<file path="src/asc_pkg.sv">
package asc_pkg;
  // APB map (byte addresses)
  localparam int ADDR_W = 8;
  localparam logic [7:0] OFS_CTRL = 8'h00;
  localparam logic [7:0] OFS_RESULT = 8'h04;
  localparam logic [7:0] OFS_INJ = 8'h08;
  localparam logic [7:0] OFS_STATUS = 8'h0C;
  localparam logic [7:0] OFS_MASK = 8'h10;
  localparam logic [7:0] OFS_DIGIN = 8'h14;

  // converter_control_reg field positions
  localparam int CTRL_CH_LSB = 0;
  localparam int CTRL_MODE_LSB = 4;
  localparam int CTRL_START_BIT = 6;
  localparam int CTRL_BUSY_BIT = 7;
  localparam int CTRL_WFR_BIT = 8;
  localparam int CTRL_INJ_BIT = 9;
  localparam int CTRL_STC_LSB = 10;
  localparam int CTRL_CTC_LSB = 12;
  localparam int CTRL_INJCH_LSB = 14;

  // Result registers: value low, channel tag above
  localparam int RES_W = 10;
  localparam int CH_W = 4;
  localparam int NUM_CH = 16;
  localparam int RES_CH_LSB = 12;

  // Status / mask bits
  localparam int ST_W = 4;
  localparam int ST_DONE = 0;
  localparam int ST_OVR = 1;
  localparam int ST_INJ = 2;
  localparam int ST_CAL = 3;

  // Conversion modes
  localparam logic [1:0] MODE_SINGLE = 2'h0;
  localparam logic [1:0] MODE_CONT = 2'h1;
  localparam logic [1:0] MODE_SCAN = 2'h2;
  localparam logic [1:0] MODE_SCAN_CONT = 2'h3;

  // Clock selections and phase multipliers (in base_clock_phase units)
  localparam logic [1:0] CTC_24 = 2'h0;
  localparam logic [1:0] CTC_RSVD = 2'h1;
  localparam logic [1:0] CTC_96 = 2'h2;
  localparam logic [1:0] CTC_48 = 2'h3;
  localparam int PH_W = 12;
  localparam logic [11:0] TCC_24 = 12'h018;
  localparam logic [11:0] TCC_96 = 12'h060;
  localparam logic [11:0] TCC_48 = 12'h030;
  localparam logic [11:0] CONV_TCC = 12'h00E;
  localparam logic [11:0] SAMPLE_TSC = 12'h002;
  localparam logic [11:0] XFER_TCL = 12'h004;
  localparam logic [11:0] CAL_TCC = 12'h004;

  // Timing: base_clock_phase and reset calibration
  localparam int CLK_NS = 5;
  localparam int TCL_NS = 20;
  localparam int TCL_CYC_DEF = (TCL_NS + CLK_NS - 1) / CLK_NS;
  localparam int CAL_US = 1600;
  localparam int CAL_TCL_DEF = (CAL_US * 1000 + TCL_NS - 1) / TCL_NS;

  typedef enum logic [2:0] {
    S_IDLE,
    S_SAMPLE,
    S_CONVERT,
    S_XFER,
    S_CALIB,
    S_HOLD
  } asc_state_t;
endpackage : asc_pkg

</file>
<file path="src/asc_ctrl.sv">
// Function
// RL1 - Sequence sixteen channels through sample-hold converter
// RL2 - Unread result overwritten raises overrun interrupt
// RL3 - Wait-for-read buffers result, holds conversion; done in continuous modes only, scan single overwrites the result
// RL4 - Unused analog inputs readable as digital
// RL5 - Single mode converts selected channel once
// RL6 - Continuous mode converts selected channel repeatedly
// RL7 - Scan single converts each channel once; the code converts only from the selected channel down to channel 0
// RL8 - Scan continuous cycles channels repeatedly
// RL9 - Scan results raise transfer request
// RL10 - Injected conversion stored separately, mode resumes
// RL11 - Conversion: 14 tcc, 2 tsc, 4 phases
// RL12 - Reset calibration 1.6ms with busy set
// RL13 - Conversions allowed, extending reset calibration
// RL14 - Four-clock calibration cycle after each conversion
// RL15 - Conversion clock 24, 96 or 48 phases
// RL16 - Sample clock one to eight conversion clocks
// RL17 - Software starts; busy clears when sequence ends
//
// Decided for this implementation: the APB interface to the registers and the placing of the registers.
module asc_ctrl #(
  parameter int TCL_CYC = asc_pkg::TCL_CYC_DEF,
  parameter int CAL_TCL = asc_pkg::CAL_TCL_DEF
) (
  input wire logic mclk, // System clock
  input wire logic rst_n, // Async reset, active low
  input wire logic psel, // APB select
  input wire logic penable, // APB enable
  input wire logic pwrite, // APB direction
  input wire logic [asc_pkg::ADDR_W-1:0] paddr, // APB byte address
  input wire logic [31:0] pwdata, // APB write data
  output logic [31:0] prdata, // APB read data
  output logic pready, // APB ready
  output logic pslverr, // APB error on unmapped
  output logic [asc_pkg::CH_W-1:0] afe_channel, // Mux channel
  output logic afe_sample, // Sample-and-hold active
  output logic afe_convert, // Conversion active
  output logic afe_calib, // Calibration active
  input wire logic [asc_pkg::RES_W-1:0] afe_code, // Converter code
  input wire logic [asc_pkg::NUM_CH-1:0] port_pins, // Analog pins as digital
  output logic xfer_req, // Result transfer request pulse
  output logic irq // Interrupt level
);
  import asc_pkg::*;
  localparam int DIV_W = $clog2(TCL_CYC + 1);
  localparam int CAL_W = $clog2(CAL_TCL + 1);
  // Elaboration check on the timing parameters
  if (TCL_CYC < 1 || CAL_TCL < 1) begin : g_param_chk
    $error("asc_ctrl: TCL_CYC and CAL_TCL must be at least 1");
  end
  // Phase length in base clock phases for a state
  function automatic logic [PH_W-1:0] phase_len(asc_state_t st, logic [1:0] ctc,
                                                logic [1:0] stc);
    logic [PH_W-1:0] tcc;
    logic [PH_W-1:0] tsc;
    tcc = TCC_24; // Reserved code runs as the fastest setting [RL15]
    if (ctc == CTC_96) begin
      tcc = TCC_96;
    end else if (ctc == CTC_48) begin
      tcc = TCC_48;
    end
    tsc = tcc << stc; // [RL16]
    case (st)
      S_SAMPLE: phase_len = PH_W'(tsc * SAMPLE_TSC); // [RL11]
      S_CONVERT: phase_len = PH_W'(tcc * CONV_TCC); // [RL11]
      S_XFER: phase_len = XFER_TCL; // [RL11]
      S_CALIB: phase_len = PH_W'(tcc * CAL_TCC); // [RL14]
      default: phase_len = XFER_TCL;
    endcase
  endfunction : phase_len
  asc_state_t state_r, state_nxt;
  logic [DIV_W-1:0] div_r;
  logic [PH_W-1:0] cnt_r;
  logic [CAL_W-1:0] cal_cnt_r;
  logic cal_active_r;
  logic [CH_W-1:0] ch_r, inj_ch_r, scan_ch_r;
  logic [1:0] mode_r, stc_r, ctc_r;
  logic start_r, wfr_r, inj_pend_r, cur_inj_r;
  logic [RES_W-1:0] code_r;
  logic [RES_W+CH_W-1:0] result_r, buf_r, inj_res_r;
  logic result_full_r, buf_full_r;
  logic [ST_W-1:0] st_r, mask_r, st_set;
  logic pready_r, pslverr_r, irq_r, xfer_req_r;
  logic [31:0] prdata_r, rd_data;
  logic acc, wr_ctrl, res_rd, tick, phase_end, rd_err, busy;
  logic cont, launch, inj_go, xfer_done, seq_end, store_main, hold_new;
  assign prdata = prdata_r;
  assign pready = pready_r;
  assign pslverr = pslverr_r;
  assign irq = irq_r;
  assign xfer_req = xfer_req_r;
  // base_clock_phase enable divider
  assign tick = (div_r == DIV_W'(TCL_CYC - 1));
  always_ff @(posedge mclk or negedge rst_n) begin
    if (!rst_n) begin
      div_r <= '0;
    end else if (tick || (state_r == S_IDLE && state_nxt != S_IDLE)) begin // Align phases [RL11]
      div_r <= '0;
    end else begin
      div_r <= div_r + DIV_W'(1);
    end
  end
  // APB access decode
  assign acc = psel && penable && pready_r;
  assign wr_ctrl = acc && pwrite && (paddr == OFS_CTRL);
  assign res_rd = acc && !pwrite && (paddr == OFS_RESULT);
  assign cont = mode_r[0];
  assign busy = cal_active_r || (state_r != S_IDLE); // [RL12] [RL17]
  // Sequencer decisions
  assign phase_end = tick && (cnt_r == phase_len(state_r, ctc_r, stc_r) - PH_W'(1));
  assign xfer_done = (state_r == S_XFER) && phase_end;
  assign inj_go = inj_pend_r && cont && (state_r != S_IDLE); // [RL10]
  assign launch = (state_nxt == S_SAMPLE) && (state_r != S_SAMPLE);
  assign hold_new = cont && wfr_r && result_full_r && !res_rd; // [RL3]
  assign store_main = xfer_done && !cur_inj_r && !hold_new;
  assign seq_end = xfer_done && !cur_inj_r && !cont &&
                   ((mode_r == MODE_SINGLE) || (scan_ch_r == '0)); // [RL5] [RL7]
  // Next state of the conversion sequencer
  always_comb begin
    state_nxt = state_r;
    case (state_r)
      S_IDLE: begin
        if (start_r) begin
          state_nxt = S_SAMPLE; // [RL17]
        end
      end
      S_SAMPLE: begin
        if (phase_end) begin
          state_nxt = S_CONVERT; // [RL1]
        end
      end
      S_CONVERT: begin
        if (phase_end) begin
          state_nxt = S_XFER;
        end
      end
      S_XFER: begin
        if (phase_end) begin
          state_nxt = S_CALIB; // [RL14]
        end
      end
      S_CALIB: begin
        if (phase_end) begin
          if (buf_full_r) begin
            state_nxt = S_HOLD; // [RL3]
          end else if (start_r) begin
            state_nxt = S_SAMPLE; // [RL6] [RL8]
          end else begin
            state_nxt = S_IDLE;
          end
        end
      end
      S_HOLD: begin
        if (!buf_full_r) begin
          state_nxt = start_r ? S_SAMPLE : S_IDLE; // [RL3]
        end
      end
      default: state_nxt = S_IDLE;
    endcase
  end
  // State, phase counter and front-end strobes
  always_ff @(posedge mclk or negedge rst_n) begin
    if (!rst_n) begin
      state_r <= S_IDLE;
      cnt_r <= '0;
      afe_sample <= 1'b0;
      afe_convert <= 1'b0;
      afe_calib <= 1'b0;
    end else begin
      state_r <= state_nxt;
      if (state_nxt != state_r) begin
        cnt_r <= '0;
      end else if (tick) begin
        cnt_r <= cnt_r + PH_W'(1);
      end
      afe_sample <= (state_nxt == S_SAMPLE); // [RL1]
      afe_convert <= (state_nxt == S_CONVERT);
      afe_calib <= (state_nxt == S_CALIB) || (cal_active_r && state_nxt == S_IDLE);
    end
  end
  // Channel selection and scan pointer
  always_ff @(posedge mclk or negedge rst_n) begin
    if (!rst_n) begin
      afe_channel <= '0;
      scan_ch_r <= '0;
      cur_inj_r <= 1'b0;
    end else begin
      if (launch) begin
        cur_inj_r <= inj_go;
        if (inj_go) begin
          afe_channel <= inj_ch_r; // [RL10]
        end else if (state_r == S_IDLE) begin
          afe_channel <= ch_r;
          scan_ch_r <= ch_r;
        end else begin
          afe_channel <= scan_ch_r;
        end
      end
      if (xfer_done && !cur_inj_r) begin
        if (mode_r[1] && scan_ch_r != '0) begin
          scan_ch_r <= scan_ch_r - CH_W'(1); // [RL7] [RL8]
        end else begin
          scan_ch_r <= ch_r; // [RL6] [RL8]
        end
      end
    end
  end
  // Reset calibration, paused while a conversion runs
  always_ff @(posedge mclk or negedge rst_n) begin
    if (!rst_n) begin
      cal_cnt_r <= CAL_W'(CAL_TCL);
      cal_active_r <= 1'b1; // [RL12]
    end else if (cal_active_r && tick && state_r == S_IDLE) begin // [RL13]
      if (cal_cnt_r == CAL_W'(1)) begin
        cal_active_r <= 1'b0;
      end
      cal_cnt_r <= cal_cnt_r - CAL_W'(1);
    end
  end
  // Control register and start/injection requests
  always_ff @(posedge mclk or negedge rst_n) begin
    if (!rst_n) begin
      ch_r <= '0;
      mode_r <= MODE_SINGLE;
      start_r <= 1'b0;
      wfr_r <= 1'b0;
      stc_r <= '0;
      ctc_r <= CTC_24;
      inj_ch_r <= '0;
      inj_pend_r <= 1'b0;
    end else begin
      if (seq_end) begin
        start_r <= 1'b0; // [RL17]
      end
      if (xfer_done && cur_inj_r) begin
        inj_pend_r <= 1'b0;
      end
      if (wr_ctrl) begin
        ch_r <= pwdata[CTRL_CH_LSB +: CH_W];
        mode_r <= pwdata[CTRL_MODE_LSB +: 2];
        start_r <= pwdata[CTRL_START_BIT];
        wfr_r <= pwdata[CTRL_WFR_BIT];
        stc_r <= pwdata[CTRL_STC_LSB +: 2];
        ctc_r <= pwdata[CTRL_CTC_LSB +: 2];
        inj_ch_r <= pwdata[CTRL_INJCH_LSB +: CH_W];
        if (pwdata[CTRL_INJ_BIT] && pwdata[CTRL_MODE_LSB]) begin
          inj_pend_r <= 1'b1; // [RL10]
        end
      end
    end
  end
  // Converter code captured at end of conversion
  always_ff @(posedge mclk or negedge rst_n) begin
    if (!rst_n) begin
      code_r <= '0;
    end else if (state_r == S_CONVERT && phase_end) begin
      code_r <= afe_code;
    end
  end
  // Result, wait-for-read buffer and injection result
  always_ff @(posedge mclk or negedge rst_n) begin
    if (!rst_n) begin
      result_r <= '0;
      buf_r <= '0;
      inj_res_r <= '0;
      result_full_r <= 1'b0;
      buf_full_r <= 1'b0;
    end else begin
      if (res_rd) begin
        if (buf_full_r) begin
          result_r <= buf_r; // [RL3]
          buf_full_r <= 1'b0;
        end else begin
          result_full_r <= 1'b0;
        end
      end
      if (xfer_done && cur_inj_r) begin
        inj_res_r <= {afe_channel, code_r}; // [RL10]
      end else if (xfer_done && hold_new) begin
        buf_r <= {afe_channel, code_r}; // [RL3]
        buf_full_r <= 1'b1;
      end else if (store_main) begin
        result_r <= {afe_channel, code_r}; // [RL5] [RL6] [RL7] [RL8]
        result_full_r <= 1'b1;
      end
    end
  end
  // Status events
  always_comb begin
    st_set = '0;
    st_set[ST_DONE] = store_main;
    st_set[ST_OVR] = store_main && result_full_r && !res_rd; // [RL2]
    st_set[ST_INJ] = xfer_done && cur_inj_r;
    st_set[ST_CAL] = cal_active_r && tick && state_r == S_IDLE && cal_cnt_r == CAL_W'(1);
  end
  // Sticky status, write one to clear, set wins; mask and interrupt
  always_ff @(posedge mclk or negedge rst_n) begin
    if (!rst_n) begin
      st_r <= '0;
      mask_r <= '0;
      irq_r <= 1'b0;
    end else begin
      if (acc && pwrite && paddr == OFS_STATUS) begin
        st_r <= (st_r & ~pwdata[ST_W-1:0]) | st_set;
      end else begin
        st_r <= st_r | st_set;
      end
      if (acc && pwrite && paddr == OFS_MASK) begin
        mask_r <= pwdata[ST_W-1:0];
      end
      irq_r <= |(st_r & mask_r); // [RL2]
    end
  end
  // Transfer request for scan results
  always_ff @(posedge mclk or negedge rst_n) begin
    if (!rst_n) begin
      xfer_req_r <= 1'b0;
    end else begin
      xfer_req_r <= store_main && mode_r[1]; // [RL9]
    end
  end
  // Read data decode
  always_comb begin
    rd_data = '0;
    rd_err = 1'b0;
    if (paddr == OFS_CTRL) begin
      rd_data[CTRL_CH_LSB +: CH_W] = ch_r;
      rd_data[CTRL_MODE_LSB +: 2] = mode_r;
      rd_data[CTRL_START_BIT] = start_r;
      rd_data[CTRL_BUSY_BIT] = busy; // [RL12]
      rd_data[CTRL_WFR_BIT] = wfr_r;
      rd_data[CTRL_INJ_BIT] = inj_pend_r;
      rd_data[CTRL_STC_LSB +: 2] = stc_r;
      rd_data[CTRL_CTC_LSB +: 2] = ctc_r;
      rd_data[CTRL_INJCH_LSB +: CH_W] = inj_ch_r;
    end else if (paddr == OFS_RESULT) begin
      rd_data[RES_W-1:0] = result_r[RES_W-1:0];
      rd_data[RES_CH_LSB +: CH_W] = result_r[RES_W +: CH_W];
    end else if (paddr == OFS_INJ) begin
      rd_data[RES_W-1:0] = inj_res_r[RES_W-1:0];
      rd_data[RES_CH_LSB +: CH_W] = inj_res_r[RES_W +: CH_W];
    end else if (paddr == OFS_STATUS) begin
      rd_data[ST_W-1:0] = st_r;
    end else if (paddr == OFS_MASK) begin
      rd_data[ST_W-1:0] = mask_r;
    end else if (paddr == OFS_DIGIN) begin
      rd_data[NUM_CH-1:0] = port_pins; // [RL4]
    end else begin
      rd_err = 1'b1;
    end
  end
  // APB slave: one wait state, then ready with data
  always_ff @(posedge mclk or negedge rst_n) begin
    if (!rst_n) begin
      pready_r <= 1'b0;
      prdata_r <= '0;
      pslverr_r <= 1'b0;
    end else if (psel && penable && !pready_r) begin
      pready_r <= 1'b1;
      prdata_r <= pwrite ? 32'h0000_0000 : rd_data;
      pslverr_r <= rd_err;
    end else begin
      pready_r <= 1'b0;
      pslverr_r <= 1'b0;
    end
  end
endmodule : asc_ctrl

</file>
<file path="config.mk">
export PLATFORM = sky130hd
export DESIGN_NAME = asc_ctrl
export DESIGN_NICKNAME = d
export VERILOG_FILES = /design/src/asc_pkg.sv /design/src/asc_ctrl.sv
export SDC_FILE = /design/constraint.sdc
export NUM_CORES = 1
export LEC_CHECK = 0
export BUFFER_PORTS_ARGS = -buffer_cell sky130_fd_sc_hd__buf_4
export CAP_MARGIN = 20
export CORE_ASPECT_RATIO = 1.75
export CORE_MARGIN = 2
export CORE_UTILIZATION = 64
export CTS_BUF_LIST = sky130_fd_sc_hd__clkbuf_8
export CTS_CLUSTER_SIZE = 20
export DETAILED_ROUTE_END_ITERATION = 10
export HOLD_SLACK_MARGIN = 0.08
export PLACE_DENSITY_LB_ADDON = 0.15
export SYNTH_ARGS = -nofsm -noshare
export SYNTH_HDL_FRONTEND = slang
export SYNTH_SLANG_ARGS = --single-unit
export TNS_END_PERCENT = 1
</file>
<file path="constraint.sdc">
create_clock -name mclk -period 6.3 [get_ports mclk]
set_input_delay 0.63 -clock mclk [delete_from_list [all_inputs] [get_ports mclk]]
set_output_delay 0.63 -clock mclk [all_outputs]
set_load 0.1 [all_outputs]
</file>
# Word level (Yosys, flattened, before mapping)
# Index checks and enable logic that the tools add are counted.
# classes
addsub	5
n_mul	1
n_eq_ne	21
shift	1
n_mux	62
bitwise	6
reduce_logical	59
# op_table
op	n
2-to-1 mux 14 bit	5
2-to-1 mux 12 bit	5
2-to-1 mux 4 bit	11
one-hot mux 12 bit (3 select lines)	1
logical AND 1 bit	34
2-to-1 mux 16 bit	2
2-to-1 mux 3 bit	8
2-to-1 mux 1 bit	22
2-to-1 mux 10 bit	2
2-to-1 mux 18 bit	1
one-hot mux 3 bit (6 select lines)	1
equality test 17 x 1 -> 1 bit, second input constant	1
subtractor 17 x 1 -> 17 bit, second input constant	1
equality test 8 x 4 -> 1 bit, second input constant	2
equality test 8 x 5 -> 1 bit, second input constant	2
adder 12 x 1 -> 12 bit, second input constant	1
equality test 12 bit	1
equality test 3 x 2 -> 1 bit, second input constant	4
multiplier 12 x 3 -> 11 bit, second input constant	1
left shift 12 x 2 -> 11 bit	1
subtractor 12 x 1 -> 12 bit, second input constant	1
equality test 3 bit, second input constant	3
AND 4 bit	2
equality test 8 x 3 -> 1 bit, second input constant	1
23 further kinds	42
# word_totals
register_bits	163
output_inout_bits	43
wordCells	187

# Logic depth before layout (Yosys ltp)
# depth
depth_word	15
mapped_depth	14

# Least setup slack after synthesis
# No wires, ideal clock.
# synth_timing
path_type	register to register
start	reg state_r[1]
end	reg buf_r[10]
arrival_time_ns	2.874
required_time_ns	6.173
setup_slack_ns	3.300
stages_incl_launch_ff	12
path_buffers	2
synth_period_minus_slack_ns	3.000
path_cell_list	dfrtp_1 -> or3b_4 -> o221ai_2 -> nor3b_2 -> nand2_1 -> o211a_1 -> o31a_1 -> nor4b_2 -> nand2b_1 -> buf_2 -> buf_6 -> mux2_4
# synth_between
elab_chain_cells	9
word_cells_on_any_way	13
# synth_lines
item	line_no	source
start, declared	asc_ctrl.sv:71	asc_state_t state_r, state_nxt;
start signal, assigned	asc_ctrl.sv:170	state_r <= state_nxt;
equality test 3 bit, or another cell as far along	asc_ctrl.sv:63	case (st)
one-hot mux 12 bit (3 select lines)	asc_ctrl.sv:63	
subtractor 12 x 1 -> 12 bit	asc_ctrl.sv:110	assign phase_end = tick && (cnt_r == phase_len(state_r, ctc_r, stc_r) - PH_W'(1));
equality test 12 bit	asc_ctrl.sv:110	
logical AND 1 bit	asc_ctrl.sv:110	
logical AND 1 bit (*)	asc_ctrl.sv:111	assign xfer_done = (state_r == S_XFER) && phase_end;
logical AND 1 bit	asc_ctrl.sv:277	if (xfer_done && cur_inj_r) begin
inverter 1 bit (no source line)	n/a	
AND reduction 2 bit (no source line) (*)	n/a	
end signal, assigned	asc_ctrl.sv:280	buf_r <= {afe_channel, code_r};
end, declared	asc_ctrl.sv:80	logic [RES_W+CH_W-1:0] result_r, buf_r, inj_res_r;
# Every way passes the cells marked *; elsewhere a longest branch is shown, timed or not.
# A chain may end at the register's enable or synchronous reset.

# Worst setup path after layout
# layout_timing
start	reg state_r[1]
end	reg buf_r[5]
# The elaborated chain is that of the path after synthesis.

==> impl_metrics.sql <==
INSERT INTO impl_metrics (metric_group, metric, value, unit) VALUES
('cts', 'cts_resized', '0', ''),
('pwr', 'internal-power', '0.00131', 'W'),
('run_status', 'run_status', 'finished, final reports clean', ''),
('sta', 'setup_violators_final', '0', ''),
('grt', 'grt_max_degree', '86', ''),
('worst_hold_path', 'hp-class', 'input pin to async pin', ''),
('floorplan', 'floorplan.die_area', '12700', 'um2'),
('sta', 'totalNegativeSetupSlack', '0', 'ns'),
('cts', 'clock_latency', '0.45', 'ns'),
('floorplan', 'floorplan.die.height', '148', 'um'),
('finish', 'area_delta_synth_final', '14.0', '%'),
('finish', 'fillers', '810', ''),
('cts', 'cts.hold.buffers_added', '0', ''),
('place', 'placed_wire_length_estimate_after_detailed_placement', '13.4', 'mm'),
('sta', 'timing.clock.skew', '0.0131', 'ns'),
('grt', 'grt_antenna_before_repair', '0', ''),
('cts', 'clock_path_buffers', '2', ''),
('pwr', 'power_switching', '0.000479', 'W'),
('grt', 'globalRouteOverflowTotal', '0', ''),
('critical_path', 'critPathLaunchType', 'register', ''),
('synth', 'synth.lib_cells_used.distinct', '74', ''),
('cts', 'cts.clk_slew.worst_paths', '0.08', 'ns'),
('grt', 'globalRouteTotalUtil', '30.0', '%'),
('place', 'finalWeightedCongestion', '0.924', ''),
('critical_path', 'crit_family', 'simple AND/OR/NAND/NOR gates', ''),
('floorplan', 'placement_rows', '52', ''),
('critical_path', 'crit_path_max_fo', '26', ''),
('routing', 'postRouteAntennaNets', '0', ''),
('floorplan', 'coreArea', '11500', 'um2'),
('sta', 'final_report_max_slew_violation_count', '0', ''),
('synth', 'synthesis.instances', '711', ''),
('pwr', 'clockPowerShare', '39.7', '%'),
('synth', 'synth_seq_area_share', '49.4', '%'),
('critical_path', 'critPathRequiredTime', '6.63', 'ns'),
('routing', 'drt-pass1-iter-count', '6', ''),
('pwr', 'power.share.sequential', '53.9', '%'),
('routing', 'detail_route.iter0.violations', '449', ''),
('routing', 'vias_cell', '6.32', ''),
('pwr', 'static-leakage-power', '4.13', 'nW'),
('pwr', 'power.combinational.fraction', '6.4', '%'),
('sta', 'timing_worst_slew_pin_value', '1.05', 'ns'),
('synth', 'netlist_area', '7560', 'um2'),
('floorplan', 'overall_die_width', '86.2', 'um'),
('pwr', 'vdd.ir_drop.worst', '0.160', 'mV'),
('routing', 'drc', '0', ''),
('routing', 'vias', '5935', ''),
('critical_path', 'critPathArrivalTime', '4.67', 'ns'),
('sta', 'max_freq', '230', 'MHz'),
('sta', 'min_period_over_period', '68.9', '%'),
('synth', 'synthTopCellsByArea', 'sky130_fd_sc_hd__dfrtp_1, sky130_fd_sc_hd__mux2_2, sky130_fd_sc_hd__nand2_1, sky130_fd_sc_hd__mux2_4, sky130_fd_sc_hd__mux2i_1', ''),
('run', 'cap_viol_max_count', '0', ''),
('routing', 'detail_route.wirelength', '18.2', 'mm'),
('critical_path', 'critical_path.max_stage_delay', '0.70', 'ns'),
('cts', 'clock_tree_from_tritoncts', 'built', ''),
('synth', 'synth_largest_area_cell', 'sky130_fd_sc_hd__dfrtp_1', ''),
('synth', 'synth_largest_type_area_fraction', '47.3', '%'),
('pwr', 'power.density', '208', 'nW/um2'),
('synth', 'postSynthRegisterBits', '149', ''),
('cts', 'clock_tree.htree_level_count', '4', ''),
('cts', 'total_cts_buffers', '17', ''),
('grt', 'grt_pass1_wl', '29.7', 'mm'),
('sta', 'hold_slack', '0.233', 'ns'),
('finish', 'drive_above_1_share', '26.5', '%'),
('critical_path', 'critical_path.slowest_cell', 'sky130_fd_sc_hd__dfrtp_1', ''),
('cts', 'clock_sink_count', '149', ''),
('synth', 'syn_avg_cell_area', '10.6', 'um2'),
('synth', 'synth-edff-count', '0', ''),
('sta', 'finalWorstPathRequiredPeriod', '4.34', 'ns'),
('finish', 'final_net_count', '868', ''),
('grt', 'number_of_global_route_vias_before_repair', '6070', ''),
('pwr', 'swShare', '26.7', '%');
-- layout make-up --
class | count | area (um2) | share of cell area, %
Timing Repair Buffer | 94 | 709 | 8.23
Clock inverter | 15 | 145 | 1.68
Multi-Input combinational cell | 508 | 3550 | 41.2
Tap cell | 135 | 169 | 1.96
Clock buffer | 17 | 234 | 2.71
Sequential cell | 149 | 3740 | 43.3
Inverter | 21 | 78.8 | 0.914
-- power groups by stage --
| stage | registers (W) | logic (W) | clock network (W) |
|---|---|---|---|
| after floorplan | 0.000991 | 0.0000597 | 0 |
| after global placement | 0.000984 | 0.000114 | 0 |
| after detailed placement | 0.000984 | 0.000116 | 0 |
| after CTS | 0.000966 | 0.000116 | 0.000722 |
| after global routing | 0.000967 | 0.000123 | 0.000773 |
| final | 0.000966 | 0.000115 | 0.000712 |
-- cells by family (layout without fill, tap and decap cells) --
| logic type | count (synthesis) | after routing | synth area share [%] |
|---|---|---|---|
| AO/OA/AOI/OAI | 134 | 134 | 12.0 |
| XOR/XNOR | 30 | 30 | 3.48 |
| adder cells (fa/ha/maj) | 6 | 6 | 0.993 |
| buffers and inverters | 67 | 147 | 4.42 |
| flip-flops | 149 | 149 | 49.4 |
| multiplexers | 91 | 91 | 14.0 |
| other | 1 | 14 | 0.0496 |
| AND/OR/NAND/NOR | 233 | 233 | 15.6 |
-- metal layers --
layer | track usage, % | vias up | share of wire [%]
li1 | - | 2699 | -
met1 | 34.3 | 2946 | 36
met2 | 53.4 | 242 | 55
met3 | 6.03 | 48 | 5.1
met4 | 13.2 | 0 | 3.2
met5 | 0 | - | 0
-- state kept, by name, summed over array words and instances (netlist names), 3 cells and up --
register	cells
prdata	18
cal_cnt_r	17
buf_r	14
inj_res_r	14
result_r	14
cnt_r	12
code_r	10
afe_channel	4
ch_r	4
inj_ch_r	4
mask_r	4
scan_ch_r	4
st_r	4
div_r	3
state_r	3
-- per-stage QoR --
stage | cell area (um2) | std cells | utilization [%] | setup WS [ns] | total power [W]
global placement | 8240 | 907 | 71.6 | 2.17 | 0.00110
finish | 8620 | 939 | 74.9 | 1.96 | 0.00179
global route | 8620 | 939 | 74.9 | 1.78 | 0.00186
floorplan | 7610 | 724 | - | 3.30 | 0.00105
detailed placement | 8240 | 907 | 71.6 | 2.04 | 0.00110
CTS | 8620 | 939 | 74.9 | 2.01 | 0.00180
-- cell usage in the layout (no fill, tap or decap), types with 4 or more instances in the layout --
cell type / count
sky130_fd_sc_hd__a211oi_1: 5
sky130_fd_sc_hd__a21oi_1: 27
sky130_fd_sc_hd__a221oi_1: 5
sky130_fd_sc_hd__a222oi_1: 10
sky130_fd_sc_hd__a22o_1: 4
sky130_fd_sc_hd__a22oi_1: 5
sky130_fd_sc_hd__and2_1: 4
sky130_fd_sc_hd__buf_4: 93
sky130_fd_sc_hd__clkbuf_8: 17
sky130_fd_sc_hd__clkinvlp_4: 4
sky130_fd_sc_hd__conb_1: 14
sky130_fd_sc_hd__dfrtp_1: 143
sky130_fd_sc_hd__dfstp_2: 6
sky130_fd_sc_hd__ha_1: 6
sky130_fd_sc_hd__inv_1: 22
sky130_fd_sc_hd__inv_6: 6
sky130_fd_sc_hd__mux2_2: 51
sky130_fd_sc_hd__mux2_4: 17
sky130_fd_sc_hd__mux2i_1: 23
sky130_fd_sc_hd__nand2_1: 74
sky130_fd_sc_hd__nand2b_1: 14
sky130_fd_sc_hd__nand3_1: 13
sky130_fd_sc_hd__nand4_1: 5
sky130_fd_sc_hd__nor2_1: 55
sky130_fd_sc_hd__nor2b_1: 5
sky130_fd_sc_hd__nor3_1: 17
sky130_fd_sc_hd__nor4_1: 11
sky130_fd_sc_hd__o211ai_1: 4
sky130_fd_sc_hd__o21ai_0: 44
sky130_fd_sc_hd__o41ai_1: 4
sky130_fd_sc_hd__xnor2_1: 14
sky130_fd_sc_hd__xor2_1: 16
-- final timing paths --
kind,startpoint,endpoint,slack [ns],cells past startpoint
hold reg to reg,div_r[0]$_DFF_PN0_,div_r[0]$_DFF_PN0_,0.45,1
hold / removal,rst_n,cal_cnt_r[9]$_DFFE_PN0P_,0.23,1
setup / recovery,state_r[1]$_DFF_PN0_,buf_r[5]$_DFFE_PN0P_,1.96,9
setup reg to reg,state_r[1]$_DFF_PN0_,buf_r[5]$_DFFE_PN0P_,1.96,9
min in group mclk,pwdata[5],mode_r[1]$_DFFE_PN0P_,0.41,3
max in group asynchronous,rst_n,state_r[1]$_DFF_PN0_,4.77,2
-- cell usage after synthesis (3+ instances only) --
| master | number |
|---|---|
| sky130_fd_sc_hd__nand4b_1 | 3 |
| sky130_fd_sc_hd__nand3_1 | 13 |
| sky130_fd_sc_hd__nor2_1 | 55 |
| sky130_fd_sc_hd__a22o_1 | 4 |
| sky130_fd_sc_hd__and2_1 | 4 |
| sky130_fd_sc_hd__o21ai_0 | 44 |
| sky130_fd_sc_hd__nor3_1 | 18 |
| sky130_fd_sc_hd__o41ai_1 | 4 |
| sky130_fd_sc_hd__mux2i_1 | 23 |
| sky130_fd_sc_hd__a222oi_1 | 10 |
| sky130_fd_sc_hd__o211ai_1 | 4 |
| sky130_fd_sc_hd__a22oi_1 | 5 |
| sky130_fd_sc_hd__mux2_4 | 17 |
| sky130_fd_sc_hd__a211oi_1 | 5 |
| sky130_fd_sc_hd__inv_1 | 21 |
| sky130_fd_sc_hd__or3_1 | 3 |
| sky130_fd_sc_hd__ha_1 | 6 |
| sky130_fd_sc_hd__a21oi_1 | 27 |
| sky130_fd_sc_hd__a221oi_1 | 5 |
| sky130_fd_sc_hd__dfstp_2 | 6 |
| sky130_fd_sc_hd__buf_2 | 6 |
| sky130_fd_sc_hd__and3_1 | 3 |
| sky130_fd_sc_hd__nor2b_1 | 5 |
| sky130_fd_sc_hd__mux2_2 | 51 |
| sky130_fd_sc_hd__o22ai_1 | 3 |
| sky130_fd_sc_hd__xor2_1 | 16 |
| sky130_fd_sc_hd__nand2_1 | 74 |
| sky130_fd_sc_hd__xnor2_1 | 14 |
| sky130_fd_sc_hd__nor4b_1 | 3 |
| sky130_fd_sc_hd__nand2b_1 | 14 |
| sky130_fd_sc_hd__nand4_1 | 5 |
| sky130_fd_sc_hd__nor4_1 | 12 |
| sky130_fd_sc_hd__dfrtp_1 | 143 |
| sky130_fd_sc_hd__buf_4 | 16 |
| sky130_fd_sc_hd__clkbuf_1 | 20 |
-- worst register-to-register path, delay by kind of cell, from the launching register on --
kind               cells  cell delay, ns
AOI/OAI and AO/OA      3            0.86
DFF                    1            0.70
muxes                  1            0.52
and+or+nand+nor        5            2.15
Power figures use the tool's default switching activity.
